File: src/common/lvsi_pkg.sv
// Package for the low-voltage sub-idle gating block
package lvsi_pkg;
	// Register byte offsets
	localparam logic [7:0] LVSI_CTRL_OFS = 8'h00;
	localparam logic [7:0] LVSI_CLKSEL_OFS = 8'h04;
	localparam logic [7:0] LVSI_STAT_OFS = 8'h08;
	localparam logic [7:0] LVSI_GATE_OFS = 8'h0C;
	// Control register fields
	localparam int CTRL_ENTER_BIT = 0;
	localparam int CTRL_PLL_EN_BIT = 1;
	localparam int CTRL_MAIN_OSC_BIT = 2;
	localparam int CTRL_ADC_BIT = 3;
	localparam int CTRL_DAC_BIT = 4;
	localparam logic [4:0] CTRL_RESET = 5'h16;
	// Clock select fields
	localparam int CLKSEL_TMM_POS = 0;
	localparam int CLKSEL_WDT_POS = 2;
	localparam int CLKSEL_WATCH_POS = 4;
	localparam logic [5:0] CLKSEL_RESET = 6'h00;
	// Count clock sources
	localparam logic [1:0] SRC_MAIN = 2'h0;
	localparam logic [1:0] SRC_INTOSC_DIV8 = 2'h1;
	localparam logic [1:0] SRC_SUBCLK = 2'h2;
	// Gate vector bit positions (1 = unit clock runs)
	localparam int G_PLL = 0;
	localparam int G_CPU = 1;
	localparam int G_DMA = 2;
	localparam int G_TMP = 3;
	localparam int G_TMQ = 4;
	localparam int G_TMM = 5;
	localparam int G_WDT = 6;
	localparam int G_WATCH = 7;
	localparam int G_CSI = 8;
	localparam int G_IIC = 9;
	localparam int G_UARTA = 10;
	localparam int G_UARTC = 11;
	localparam int G_ADC = 12;
	localparam int G_DAC = 13;
	localparam int G_RTO = 14;
	localparam int G_CRC = 15;
	localparam int G_LVD = 16;
	localparam int G_KEY = 17;
	localparam int G_INTC = 18;
	localparam int GATE_W = 19;
	localparam logic [GATE_W-1:0] GATE_ALL = 19'h7FFFF;
	// Status error codes
	localparam logic [1:0] ERR_NONE = 2'h0;
	localparam logic [1:0] ERR_MAIN_RUN = 2'h1;
	localparam logic [1:0] ERR_PLL_ON = 2'h2;
	localparam logic [1:0] ERR_DAC_ON = 2'h3;
	localparam int RTO_W = 8;
	localparam int PORT_W = 16;
	localparam logic [1:0] AXI_OKAY = 2'h0;
	localparam logic [1:0] AXI_SLVERR = 2'h2;
	typedef enum logic [1:0] {LVSI_RUN, LVSI_SLEEP, LVSI_WAKE} lvsi_state_t;
endpackage : lvsi_pkg

File: src/rtl/lvsi_axil.sv
// AXI4-Lite slave front end for the gating block
`timescale 1ns/10ps
`default_nettype none
module lvsi_axil
	import lvsi_pkg::*;
(
	// Clock and reset
	input wire logic aclk,
	input wire logic aresetn,
	input wire logic clk_en,
	// Write channels
	input wire logic [7:0] awaddr,
	input wire logic awvalid,
	output logic awready,
	input wire logic [31:0] wdata,
	input wire logic [3:0] wstrb,
	input wire logic wvalid,
	output logic wready,
	output logic [1:0] bresp,
	output logic bvalid,
	input wire logic bready,
	// Read channels
	input wire logic [7:0] araddr,
	input wire logic arvalid,
	output logic arready,
	output logic [31:0] rdata,
	output logic [1:0] rresp,
	output logic rvalid,
	input wire logic rready,
	// Register side
	output logic wr_pulse,
	output logic [7:0] wr_addr,
	output logic [31:0] wr_data,
	output logic [3:0] wr_strb,
	output logic [7:0] rd_addr,
	input wire logic [31:0] rd_data,
	input wire logic rd_hit,
	input wire logic wr_hit
);
	logic aw_have_q, w_have_q;
	logic [7:0] aw_q;
	logic [31:0] w_q;
	logic [3:0] s_q;

	// Readies drop with clk_en so no item is taken while frozen
	assign awready = clk_en && !aw_have_q && !bvalid;
	assign wready = clk_en && !w_have_q && !bvalid;
	assign arready = clk_en && !rvalid;
	assign wr_pulse = clk_en && aw_have_q && w_have_q && !bvalid;
	assign wr_addr = aw_q;
	assign wr_data = w_q;
	assign wr_strb = s_q;
	assign rd_addr = araddr;

	// Capture address and data in either order
	always_ff @(posedge aclk) begin
		if (!aresetn) begin
			aw_have_q <= 1'b0;
			w_have_q <= 1'b0;
			aw_q <= 8'h00;
			w_q <= 32'h00000000;
			s_q <= 4'h0;
		end else if (clk_en) begin
			if (awvalid && awready) begin
				aw_have_q <= 1'b1;
				aw_q <= awaddr;
			end
			if (wvalid && wready) begin
				w_have_q <= 1'b1;
				w_q <= wdata;
				s_q <= wstrb;
			end
			if (wr_pulse) begin
				aw_have_q <= 1'b0;
				w_have_q <= 1'b0;
			end
		end
	end

	always_ff @(posedge aclk) begin
		if (!aresetn) begin
			bvalid <= 1'b0;
			bresp <= AXI_OKAY;
		end else if (clk_en) begin
			if (wr_pulse) begin
				bvalid <= 1'b1;
				bresp <= wr_hit ? AXI_OKAY : AXI_SLVERR;
			end else if (bready) begin
				bvalid <= 1'b0;
			end
		end
	end

	always_ff @(posedge aclk) begin
		if (!aresetn) begin
			rvalid <= 1'b0;
			rdata <= 32'h00000000;
			rresp <= AXI_OKAY;
		end else if (clk_en) begin
			if (arvalid && arready) begin
				rvalid <= 1'b1;
				rdata <= rd_hit ? rd_data : 32'h00000000;
				rresp <= rd_hit ? AXI_OKAY : AXI_SLVERR;
			end else if (rready) begin
				rvalid <= 1'b0;
			end
		end
	end
endmodule : lvsi_axil
`default_nettype wire

File: src/rtl/lvsi_gating.sv
// Low-voltage sub-idle gating controller with register file
//
// Decided for this implementation: the AXI4-Lite register port and the register offsets.
`timescale 1ns/10ps
`default_nettype none
module lvsi_gating
	import lvsi_pkg::*;
(
	// Clock, reset, enable
	input wire logic aclk,
	input wire logic aresetn,
	input wire logic clk_en,
	// AXI4-Lite write
	input wire logic [7:0] awaddr,
	input wire logic awvalid,
	output logic awready,
	input wire logic [31:0] wdata,
	input wire logic [3:0] wstrb,
	input wire logic wvalid,
	output logic wready,
	output logic [1:0] bresp,
	output logic bvalid,
	input wire logic bready,
	// AXI4-Lite read
	input wire logic [7:0] araddr,
	input wire logic arvalid,
	output logic arready,
	output logic [31:0] rdata,
	output logic [1:0] rresp,
	output logic rvalid,
	input wire logic rready,
	// Wake sources
	input wire logic wake_req,
	// Unit outputs to hold
	input wire logic [RTO_W-1:0] rto_live,
	input wire logic [PORT_W-1:0] port_live,
	output logic [RTO_W-1:0] rto_pins,
	output logic [PORT_W-1:0] port_pins,
	// Unit clock enables and status
	output logic [GATE_W-1:0] unit_run,
	output logic cpu_regs_hold,
	output logic in_sleep
);
	lvsi_state_t state_q;
	logic [4:0] ctrl_q;
	logic [5:0] clksel_q;
	logic [1:0] err_q;
	logic [GATE_W-1:0] gate_d;
	logic [RTO_W-1:0] rto_q;
	logic [PORT_W-1:0] port_q;
	logic wr_pulse;
	logic [7:0] wr_addr, rd_addr;
	logic [31:0] wr_data, rd_data;
	logic [3:0] wr_strb;
	logic rd_hit, wr_hit;
	logic enter_req;

	// Source allowed in sleep for timer M / watchdog
	function automatic logic slow_src_ok(input logic [1:0] src);
		return (src == SRC_INTOSC_DIV8) || (src == SRC_SUBCLK);
	endfunction : slow_src_ok

	function automatic logic hit(input logic [7:0] a);
		return a == LVSI_CTRL_OFS || a == LVSI_CLKSEL_OFS ||
			a == LVSI_STAT_OFS || a == LVSI_GATE_OFS;
	endfunction : hit

	lvsi_axil u_bus (
		.aclk(aclk),
		.aresetn(aresetn),
		.clk_en(clk_en),
		.awaddr(awaddr),
		.awvalid(awvalid),
		.awready(awready),
		.wdata(wdata),
		.wstrb(wstrb),
		.wvalid(wvalid),
		.wready(wready),
		.bresp(bresp),
		.bvalid(bvalid),
		.bready(bready),
		.araddr(araddr),
		.arvalid(arvalid),
		.arready(arready),
		.rdata(rdata),
		.rresp(rresp),
		.rvalid(rvalid),
		.rready(rready),
		.wr_pulse(wr_pulse),
		.wr_addr(wr_addr),
		.wr_data(wr_data),
		.wr_strb(wr_strb),
		.rd_addr(rd_addr),
		.rd_data(rd_data),
		.rd_hit(rd_hit),
		.wr_hit(wr_hit)
	);

	assign rd_hit = hit(rd_addr);
	assign wr_hit = hit(wr_addr);
	assign enter_req = wr_pulse && wr_addr == LVSI_CTRL_OFS && wr_strb[0]
		&& wr_data[CTRL_ENTER_BIT];

	// Control and clock select registers
	always_ff @(posedge aclk) begin
		if (!aresetn) begin
			ctrl_q <= CTRL_RESET;
			clksel_q <= CLKSEL_RESET;
		end else if (clk_en && wr_pulse && wr_strb[0]) begin
			if (wr_addr == LVSI_CTRL_OFS) begin
				ctrl_q[4:1] <= wr_data[4:1];
			end
			if (wr_addr == LVSI_CLKSEL_OFS) begin
				clksel_q <= wr_data[5:0];
			end
		end
	end

	// Sleep state machine; entry checks software ordering
	always_ff @(posedge aclk) begin
		if (!aresetn) begin
			state_q <= LVSI_RUN;
			err_q <= ERR_NONE;
		end else if (clk_en) begin
			unique case (state_q)
				LVSI_RUN: begin
					if (enter_req) begin
						if (ctrl_q[CTRL_MAIN_OSC_BIT]) begin
							err_q <= ERR_MAIN_RUN;
						end else if (ctrl_q[CTRL_PLL_EN_BIT]) begin
							err_q <= ERR_PLL_ON;
						end else if (ctrl_q[CTRL_DAC_BIT]) begin
							err_q <= ERR_DAC_ON;
						end else begin
							err_q <= ERR_NONE;
							state_q <= LVSI_SLEEP;
						end
					end
				end
				LVSI_SLEEP: begin
					if (wake_req) begin
						state_q <= LVSI_WAKE;
					end
				end
				LVSI_WAKE: state_q <= LVSI_RUN;
			endcase
		end
	end

	// Pin holding at entry
	always_ff @(posedge aclk) begin
		if (!aresetn) begin
			rto_q <= '0;
			port_q <= '0;
		end else if (clk_en && state_q != LVSI_SLEEP) begin
			rto_q <= rto_live;
			port_q <= port_live;
		end
	end

	// Unit gating in sleep
	always_comb begin
		gate_d = GATE_ALL;
		gate_d[G_PLL] = ctrl_q[CTRL_PLL_EN_BIT];
		gate_d[G_ADC] = ctrl_q[CTRL_ADC_BIT];
		gate_d[G_DAC] = ctrl_q[CTRL_DAC_BIT];
		if (state_q == LVSI_SLEEP) begin
			gate_d = '0;
			gate_d[G_LVD] = 1'b1;
			gate_d[G_KEY] = 1'b1;
			gate_d[G_INTC] = 1'b1;
			gate_d[G_TMM] =
				slow_src_ok(clksel_q[CLKSEL_TMM_POS +: 2]);
			gate_d[G_WDT] =
				slow_src_ok(clksel_q[CLKSEL_WDT_POS +: 2]);
			gate_d[G_WATCH] =
				clksel_q[CLKSEL_WATCH_POS +: 2] == SRC_SUBCLK;
		end
	end

	always_ff @(posedge aclk) begin
		if (!aresetn) begin
			unit_run <= '0;
		end else if (clk_en) begin
			unit_run <= gate_d;
		end
	end

	assign rto_pins = rto_q;
	assign port_pins = port_q;
	assign in_sleep = state_q == LVSI_SLEEP;
	assign cpu_regs_hold = in_sleep;

	always_comb begin
		rd_data = 32'h00000000;
		unique case (rd_addr)
			LVSI_CTRL_OFS: rd_data[4:0] = ctrl_q;
			LVSI_CLKSEL_OFS: rd_data[5:0] = clksel_q;
			LVSI_STAT_OFS: rd_data[3:0] = {in_sleep, state_q == LVSI_WAKE,
				err_q};
			LVSI_GATE_OFS: rd_data[GATE_W-1:0] = unit_run;
			default: rd_data = 32'h00000000;
		endcase
	end
endmodule : lvsi_gating
`default_nettype wire

File: config.mk
export PLATFORM = sky130hd
export DESIGN_NAME = lvsi_gating
export DESIGN_NICKNAME = d
export VERILOG_FILES = /design/src/common/lvsi_pkg.sv /design/src/rtl/lvsi_axil.sv /design/src/rtl/lvsi_gating.sv
export SDC_FILE = /design/constraint.sdc
export NUM_CORES = 1
export LEC_CHECK = 0
export ABC_CLOCK_PERIOD_IN_PS = 1800
export BUFFER_PORTS_ARGS = -buffer_cell sky130_fd_sc_hd__buf_4
export CORE_UTILIZATION = 53
export DETAILED_ROUTE_END_ITERATION = 8
export GPL_ROUTABILITY_DRIVEN = 1
export MAX_ROUTING_LAYER = met4
export PLACE_DENSITY_LB_ADDON = 0.1
export SYNTH_ARGS = -nofsm -noshare
export SYNTH_HDL_FRONTEND = slang
export SYNTH_HIERARCHICAL = 1
export SYNTH_SLANG_ARGS = --single-unit
File: constraint.sdc
create_clock -name aclk -period 1.8 [get_ports aclk]
set_input_delay 0.36 -clock aclk [delete_from_list [all_inputs] [get_ports aclk]]
set_output_delay 0.36 -clock aclk [all_outputs]
set_load 0.05 [all_outputs]
After elaboration in Yosys (flattened, before gate mapping)
Index checks and enable logic that the tools add are counted.
{"block": "op_classes", "div": 0, "magnitude_cmp": 0, "bitwise": 0, "n_shift": 0, "n_addsub": 0, "reduce_logical": 48, "n_mux": 25, "n_mul": 0, "eq_ne": 19}
{"cell": "$eq 8x4->1 const B", "n": 4}
{"cell": "$mux 2", "n": 10}
{"cell": "$reduce_and 2->1", "n": 10}
{"cell": "$mux 19", "n": 1}
{"cell": "$logic_and 1x1->1", "n": 17}
{"cell": "$eq 8x3->1 const B", "n": 2}
{"cell": "$logic_not 8->1", "n": 2}
{"cell": "$mux 16", "n": 1}
{"cell": "$pmux 4 s4", "n": 1}
{"cell": "$mux 13", "n": 1}
{"cell": "$ne 2x2->1 const B", "n": 5}
{"cell": "$eq 2x2->1 const B", "n": 4}
{"cell": "$logic_or 1x1->1", "n": 8}
{"cell": "$mux 1", "n": 8}
{"cell": "$reduce_bool 2->1", "n": 4}
{"cell": "$eq 2x1->1 const B", "n": 3}
{"cell": "$pmux 2 s3", "n": 1}
{"cell": "$reduce_and 6->1", "n": 1}
{"cell": "$logic_not 1->1", "n": 4}
{"cell": "$pmux 1 s3", "n": 1}
{"cell": "$reduce_and 3->1", "n": 1}
{"cell": "$logic_not 2->1", "n": 1}
{"cell": "$ne 2x1->1 const B", "n": 1}
{"cell": "$pmux 1 s2", "n": 1}
{"block": "totals", "elab_cells": 109, "out_inout_bits": 86, "latchBits": 0, "memories": 0, "rom_bits": 0, "mem_bits_rw": 0, "reg_bits": 112}

Longest topological paths before layout
Gate-level depths: netlist of the first run.
{"block": "depth", "word_depth": 8, "mapped_depth": 9, "mapped_depth_nobuf": 6}

Cells and area by module
The synthesis of the first run kept the hierarchy.
{"mod": "lvsi_axil", "area_each_um2": 3470.8, "cells_per_inst": 372, "instances": 1}
{"mod": "lvsi_gating", "area_each_um2": 2112.0, "cells_per_inst": 267, "instances": 1}

Least setup slack after synthesis of the first run
No wires, ideal clock.
{"block": "synth_path", "kind": "register to register", "from": "register u_bus.bvalid", "to": "register err_q[1]", "arrival_time_ns": 1.800, "required_time_ns": 1.730, "slack_ns": -0.070, "stages_incl_launch_ff": 7, "path_cell_list": "dfxtp_1 -> nand4b_1 -> inv_1 -> and4bb_2 -> nand2_1 -> or4_1 -> a21oi_1"}
{"block": "synth_between", "elab_chain_cells": 6}
{"element": "start, declared", "line": "lvsi_axil.sv:20", "text": "output logic bvalid,"}
{"element": "start signal, assigned", "line": "lvsi_axil.sv:82", "text": "bvalid <= 1'b0;"}
{"element": "start signal, assigned", "line": "lvsi_axil.sv:86", "text": "bvalid <= 1'b1;"}
{"element": "start signal, assigned", "line": "lvsi_axil.sv:89", "text": "bvalid <= 1'b0;"}
{"element": "$logic_not 1->1", "line": "lvsi_axil.sv:49", "text": "assign wr_pulse = clk_en && aw_have_q && w_have_q && !bvalid;"}
{"element": "$logic_and 1x1->1", "line": "lvsi_axil.sv:49"}
{"element": "named net wr_pulse", "line": "lvsi_gating.sv:51", "text": "logic wr_pulse;"}
{"element": "$logic_and 1x1->1 (2 in a row)", "line": "lvsi_gating.sv:101", "text": "assign enter_req = wr_pulse && wr_addr == LVSI_CTRL_OFS && wr_strb[0]"}
{"element": "$logic_and 1x1->1", "line": "lvsi_gating.sv:102", "text": "&& wr_data[CTRL_ENTER_BIT];"}
{"element": "$reduce_and 3->1 (no source line)"}
{"element": "end signal, assigned", "line": "lvsi_gating.sv:123", "text": "err_q <= ERR_NONE;"}
{"element": "end signal, assigned", "line": "lvsi_gating.sv:129", "text": "err_q <= ERR_MAIN_RUN;"}
{"element": "end signal, assigned", "line": "lvsi_gating.sv:131", "text": "err_q <= ERR_PLL_ON;"}
{"element": "end, declared", "line": "lvsi_gating.sv:47", "text": "logic [1:0] err_q;"}
The timed path passes the listed nets, and every way through them passes these cells.
A chain may end at the register's enable or synchronous reset.

Worst setup path in the final report of the first run
Same ends and word-level chain as after synthesis.

==> results of run 1 <==
final cells by class:
cell class | count | share of cell area (%)
Multi-Input combinational cell | 361 | 37.2
Clock buffer | 13 | 2.64
Clock inverter | 2 | 1.07
Timing Repair Buffer | 156 | 21.2
Inverter | 6 | 0.399
Sequential cell | 99 | 35.2
Tap cell | 105 | 2.33
flip-flops by register name (all words and copies together), names as in the netlist, 2 cells and up:
| signal | count |
|---|---|
| u_bus/rdata | 32 |
| port_pins | 16 |
| rto_pins | 8 |
| u_bus/wr_addr | 8 |
| unit_run | 8 |
| clksel_q | 6 |
| u_bus/wr_data | 6 |
| ctrl_q | 4 |
| err_q | 2 |
| state_q | 2 |
worst max-delay path: cells and delay by family (launching register included):
family          cells  cell delay (ns)
simple gates        4             1.09
flops               1             0.34
buf+inv             1             0.13
compound gates      1             0.13
worst min path at each step:
| stage | end | cells past startpoint | slack (ns) | start |
|---|---|---|---|---|
| 6_report | port_pins[4]$_SDFFE_PN0P_ | 3 | 0.25 | port_live[4] |
| 5_1_grt | port_pins[2]$_SDFFE_PN0P_ | 3 | 0.23 | port_live[2] |
| 2_1_floorplan | u_bus/wr_addr[0]$_SDFFE_PN0P_ | 2 | 0.43 | u_bus/wr_addr[0]$_SDFFE_PN0P_ |
| 3_3_place_gp | u_bus/rdata[11]$_SDFFE_PN0P_ | 2 | 0.44 | u_bus/rdata[11]$_SDFFE_PN0P_ |
| 3_5_place_dp | port_pins[7]$_SDFFE_PN0P_ | 2 | 0.45 | port_pins[7]$_SDFFE_PN0P_ |
| 4_1_cts | rto_pins[3]$_SDFFE_PN0P_ | 3 | 0.23 | rto_live[3] |
cells in the final DEF (no fill, tap or decap), types with 3 or more instances in the layout:
| master | instances |
|---|---|
| buf_4 | 154 |
| nand2_1 | 125 |
| dfxtp_1 | 97 |
| mux2i_1 | 53 |
| nand3_1 | 40 |
| a21oi_1 | 30 |
| nor2_1 | 18 |
| conb_1 | 15 |
| o21ai_0 | 12 |
| clkbuf_8 | 10 |
| and2_1 | 7 |
| nand2b_1 | 6 |
| a211oi_1 | 6 |
| inv_1 | 5 |
| nor2b_1 | 5 |
| nand4_1 | 3 |
| o22ai_1 | 3 |
| clkbuf_1 | 3 |
| o211a_1 | 3 |
routing by layer:
layer | vias up | share of wire, % | track usage [%]
met1 | 1745 | 45 | 27.5
met4 | 0 | 0.96 | 7.18
met2 | 95 | 49 | 36.6
met3 | 9 | 4.4 | 3.17
li1 | 1920 | - | -
met5 | - | 0 | -
through the flow:
stage | hold WS (ns) | TNS (ns) | cells
3_5_place_dp | 0.447 | -0.0257 | 725
3_3_place_gp | 0.443 | 0 | 725
4_1_cts | 0.232 | 0 | 741
5_1_grt | 0.235 | -0.0187 | 742
6_report | 0.245 | 0 | 742
2_1_floorplan | 0.435 | 0 | 532
what timing repair did:
item	4_1_cts	5_1_grt
endpoints found under the setup margin	2	2
resized for setup	0	3
pin swaps	0	2
setup buffers	1	1
power breakdown:
group          switching (mW)  leakage [nW]  internal, mW
logic                   0.579          1.55         0.323
registers              0.0519         0.807          2.27
clock network           0.700         0.104         0.817
total                    1.33          2.47          3.41
==> impl_metrics.json, run 1 <==
{
  "status": "completed",
  "numClockSinks": 99,
  "antenna_found_initial": 0,
  "row_count": 33,
  "timing.final.crit_share_pct": 97.2,
  "clk_latency_ns": 0.35,
  "crit_type": "flop to flop",
  "r2r.worst_path.cells": 6,
  "cts_buffers": 9,
  "crit_fanout": 5,
  "cts_buffer_depth": 2,
  "r2r_slack_ns": 0.05,
  "timing.rr.end": "err_q[1]$_SDFFE_PN0P_",
  "vias": 3769,
  "finish.utilization_pct": 69.0,
  "postRouteAntennaNets": 0,
  "synth_area_per_cell_um2": 8.56,
  "gp_congestion": 0.789,
  "postCtsHoldBufs": 0,
  "power.density_nw_per_um2": 841,
  "power_mw": 4.74,
  "area_growth_pct": 26.9,
  "finalMaxSlewViolations": 0,
  "cp-startpoint": "u_bus/bvalid$_SDFFE_PN0P_",
  "hold_viol_final": 0,
  "fill_cells": 683,
  "grt_pass1_wl_um": 14900,
  "cts_root_buf": "clkbuf_8",
  "fp.dieH_um": 93.6,
  "wl_per_cell_um": 12.9,
  "path_clk_slew_ns": 0.09,
  "synthCells": 519,
  "rsz0062_at_grt": "true",
  "die-area_um2": 8760,
  "slowest_delay_ns": 0.47,
  "mappedNetlistArea_um2": 4440,
  "drive_gt1_share_pct": 28.6,
  "cp.required_ns": 2.08,
  "regArea_um2": 1980,
  "min_period_ns": 1.75,
  "grt_pass1_vias": 3228,
  "p_leak_nw": 2.47,
  "start_kind": "flop",
  "worst_slack_ns": 0.0497,
  "clock.fmax_mhz": 571,
  "post-dp-hpwl_um": 6820,
  "htree_levels": 3,
  "maxCapViolations": 0,
  "slowest_stage": "or4_1",
  "drt_first_pass_iters": 4,
  "core-area_um2": 8180,
  "r2r-start": "u_bus/bvalid$_SDFFE_PN0P_",
  "fin_worst_skew_ns": 0.0108,
  "routed_wl_um": 9580,
  "final_area_um2": 5640,
  "setup_viol": 0,
  "grtUsageTotal_pct": 22.0,
  "cp_cell_sequence": "nand4b_1, inv_1, and4bb_2, nand2_2, or4_1, a21oi_1",
  "multi_input_area_um2": 2100,
  "grt_start_max_net_pins": 46,
  "ios": 171,
  "yosysWarnings": 6,
  "io_buffer_count": 139,
  "first_iter_violations": 175,
  "start_util_pct": 54.4,
  "die_w_um": 93.6,
  "hold_class": "input pin to flop",
  "grt_overflow_total": 0,
  "endpoint": "err_q[1]$_SDFFE_PN0P_",
  "endpoint_kind": "flop",
  "antenna_cells": 0,
  "arrival_ns": 2.03,
  "pre_cts_ws_ns": -0.0157,
  "nNetsFinal": 721,
  "vias_per_cell": 5.08,
  "tritoncts": "done",
  "ir_drop_v": 0.000441,
  "drc": 0,
  "placed_area_um2": 5410
}
(Power assumes the default switching activity.)
==> run 2, diff against run 1 <==
MAX_ROUTING_LAYER = default   (was met4)
==> run 2 against run 1 <==
Net effect:
- clock-buffer cell count unchanged
- critical path type unchanged
- register-to-register slack about the same
- largest cell class unchanged
- first-iteration DRC count fell by 0.57%
- largest power group unchanged
- sequential cell count unchanged
- highest routed layer unchanged
- hold slack improved by 0.0024 ns
- via count is 0.27% lower
==> impl_metrics.json, run 2 (synthesis results as in run 1) <==
{
  "status": "completed",
  "tritoncts": "done",
  "max_flop_register": "u_bus/rdata",
  "ios": 171,
  "numClockSinks": 99,
  "worst_slack_ns": 0.0454,
  "core-area_um2": 8180,
  "finalSetupTns_ns": 0,
  "crit_type": "flop to flop",
  "grt_overflow_total": 0,
  "gp_congestion": 0.778,
  "cts_buffer_depth": 2,
  "grtUsageTotal_pct": 21.4,
  "setup_viol": 0,
  "die_w_um": 93.6,
  "fp.dieH_um": 93.6,
  "cts_buffers": 9,
  "arrival_ns": 2.03,
  "htree_levels": 3,
  "layout_common_cells": "154 x buf_4, 125 x nand2_1, 97 x dfxtp_1",
  "clkPwrFrac_pct": 31.9,
  "wl_per_cell_um": 12.9,
  "fin_worst_skew_ns": 0.0103,
  "die-area_um2": 8760,
  "pwr-share-comb_pct": 19.1,
  "hold_class": "input pin to flop",
  "cp.required_ns": 2.08,
  "finish.utilization_pct": 69.0,
  "endpoint_kind": "flop",
  "grt_start_max_net_pins": 46,
  "first_iter_violations": 174,
  "path_clk_slew_ns": 0.09,
  "clock.fmax_mhz": 570,
  "p_seq_share_pct": 49.0,
  "p_leak_nw": 2.47,
  "hold_ws_ns": 0.248,
  "maxCapViolations": 0,
  "start_util_pct": 54.4,
  "p_sw_share_pct": 28.0,
  "io_buffer_count": 139,
  "antenna_cells": 0,
  "pre_cts_ws_ns": -0.0157,
  "finalMaxSlewViolations": 0,
  "drt_first_pass_iters": 4,
  "nNetsFinal": 721,
  "postRouteAntennaNets": 0,
  "clk_latency_ns": 0.35,
  "drive_gt1_share_pct": 28.6,
  "rsz0062_at_grt": "true",
  "grt_pass1_vias": 3227,
  "ir_drop_v": 0.000441,
  "min_period_ns": 1.75,
  "vias": 3759,
  "hold_viol_final": 0,
  "timing.final.crit_share_pct": 97.5,
  "drc": 0,
  "area_growth_pct": 26.9,
  "power.density_nw_per_um2": 839,
  "row_count": 33,
  "final_common_cell": "buf_4",
  "routed_wl_um": 9570,
  "antenna_found_initial": 0,
  "crit_fanout": 5,
  "cts_root_buf": "clkbuf_8",
  "post-dp-hpwl_um": 6820,
  "p_switching_mw": 1.32,
  "vias_per_cell": 5.07,
  "largest_reg_flops": 32,
  "start_kind": "flop",
  "power.internal_mw": 3.41,
  "grt_pass1_wl_um": 14900
}
-- run 2: cell counts in the layout (fill, tap and decap cells not counted) --
Identical to the previous run, type by type.
-- run 2: timing repair --
item                                    in CTS  in global routing
endpoints found under the hold margin        0                  0
resized for setup                            0                  3
hold buffers                                 0                  0
endpoints found under the setup margin       2                  2
setup buffers                                1                  1
pin swaps                                    0                  2
-- run 2: path summary, 6_finish.rpt --
path	from	endpoint	slack (ns)	cells after the start
max	u_bus/bvalid$_SDFFE_PN0P_	err_q[1]$_SDFFE_PN0P_	0.05	6
min	port_live[4]	port_pins[4]$_SDFFE_PN0P_	0.25	3
max reg2reg	u_bus/bvalid$_SDFFE_PN0P_	err_q[1]$_SDFFE_PN0P_	0.05	6
min reg2reg	port_pins[14]$_SDFFE_PN0P_	port_pins[14]$_SDFFE_PN0P_	0.46	2
-- run 2: layer usage --
layer	track usage [%]	up-vias	wire (um)
met5	0	-	0
met4	7.18	0	96
met3	3.17	8	453
met2	36.6	103	4750
met1	27.6	1729	4270
li1	-	1919	-
-- run 2: power by group through the flow --
stage	logic, mW	registers (mW)	clock network (mW)
floorplan	0.488	2.55	0
global placement	0.890	2.37	0
detailed placement	0.904	2.37	0
CTS	0.906	2.32	1.55
global route	0.962	2.33	1.64
finish	0.902	2.32	1.51
-- run 2: critical path: stages, from the launching register on --
cell	delay (ns)
dfxtp_2	0.34
nand4b_1	0.24
inv_1	0.13
and4bb_2	0.29
nand2_2	0.09
or4_1	0.47
a21oi_1	0.13
-- run 2: area by class of cell --
class | instances | area, um2
sequential | 99 | 1980
tap | 105 | 131
clock inverter | 2 | 60.1
inverter | 6 | 22.5
fill | 683 | 2540
timing repair buffer | 156 | 1200
clock buffer | 13 | 149
multi-input combinational | 361 | 2100
-- run 2: per-stage QoR --
step	power [mW]	area [um2]	cells
floorplan	3.04	4500	532
global placement	3.26	5410	725
detailed placement	3.28	5410	725
CTS	4.78	5630	741
global route	4.94	5640	742
finish	4.73	5640	742
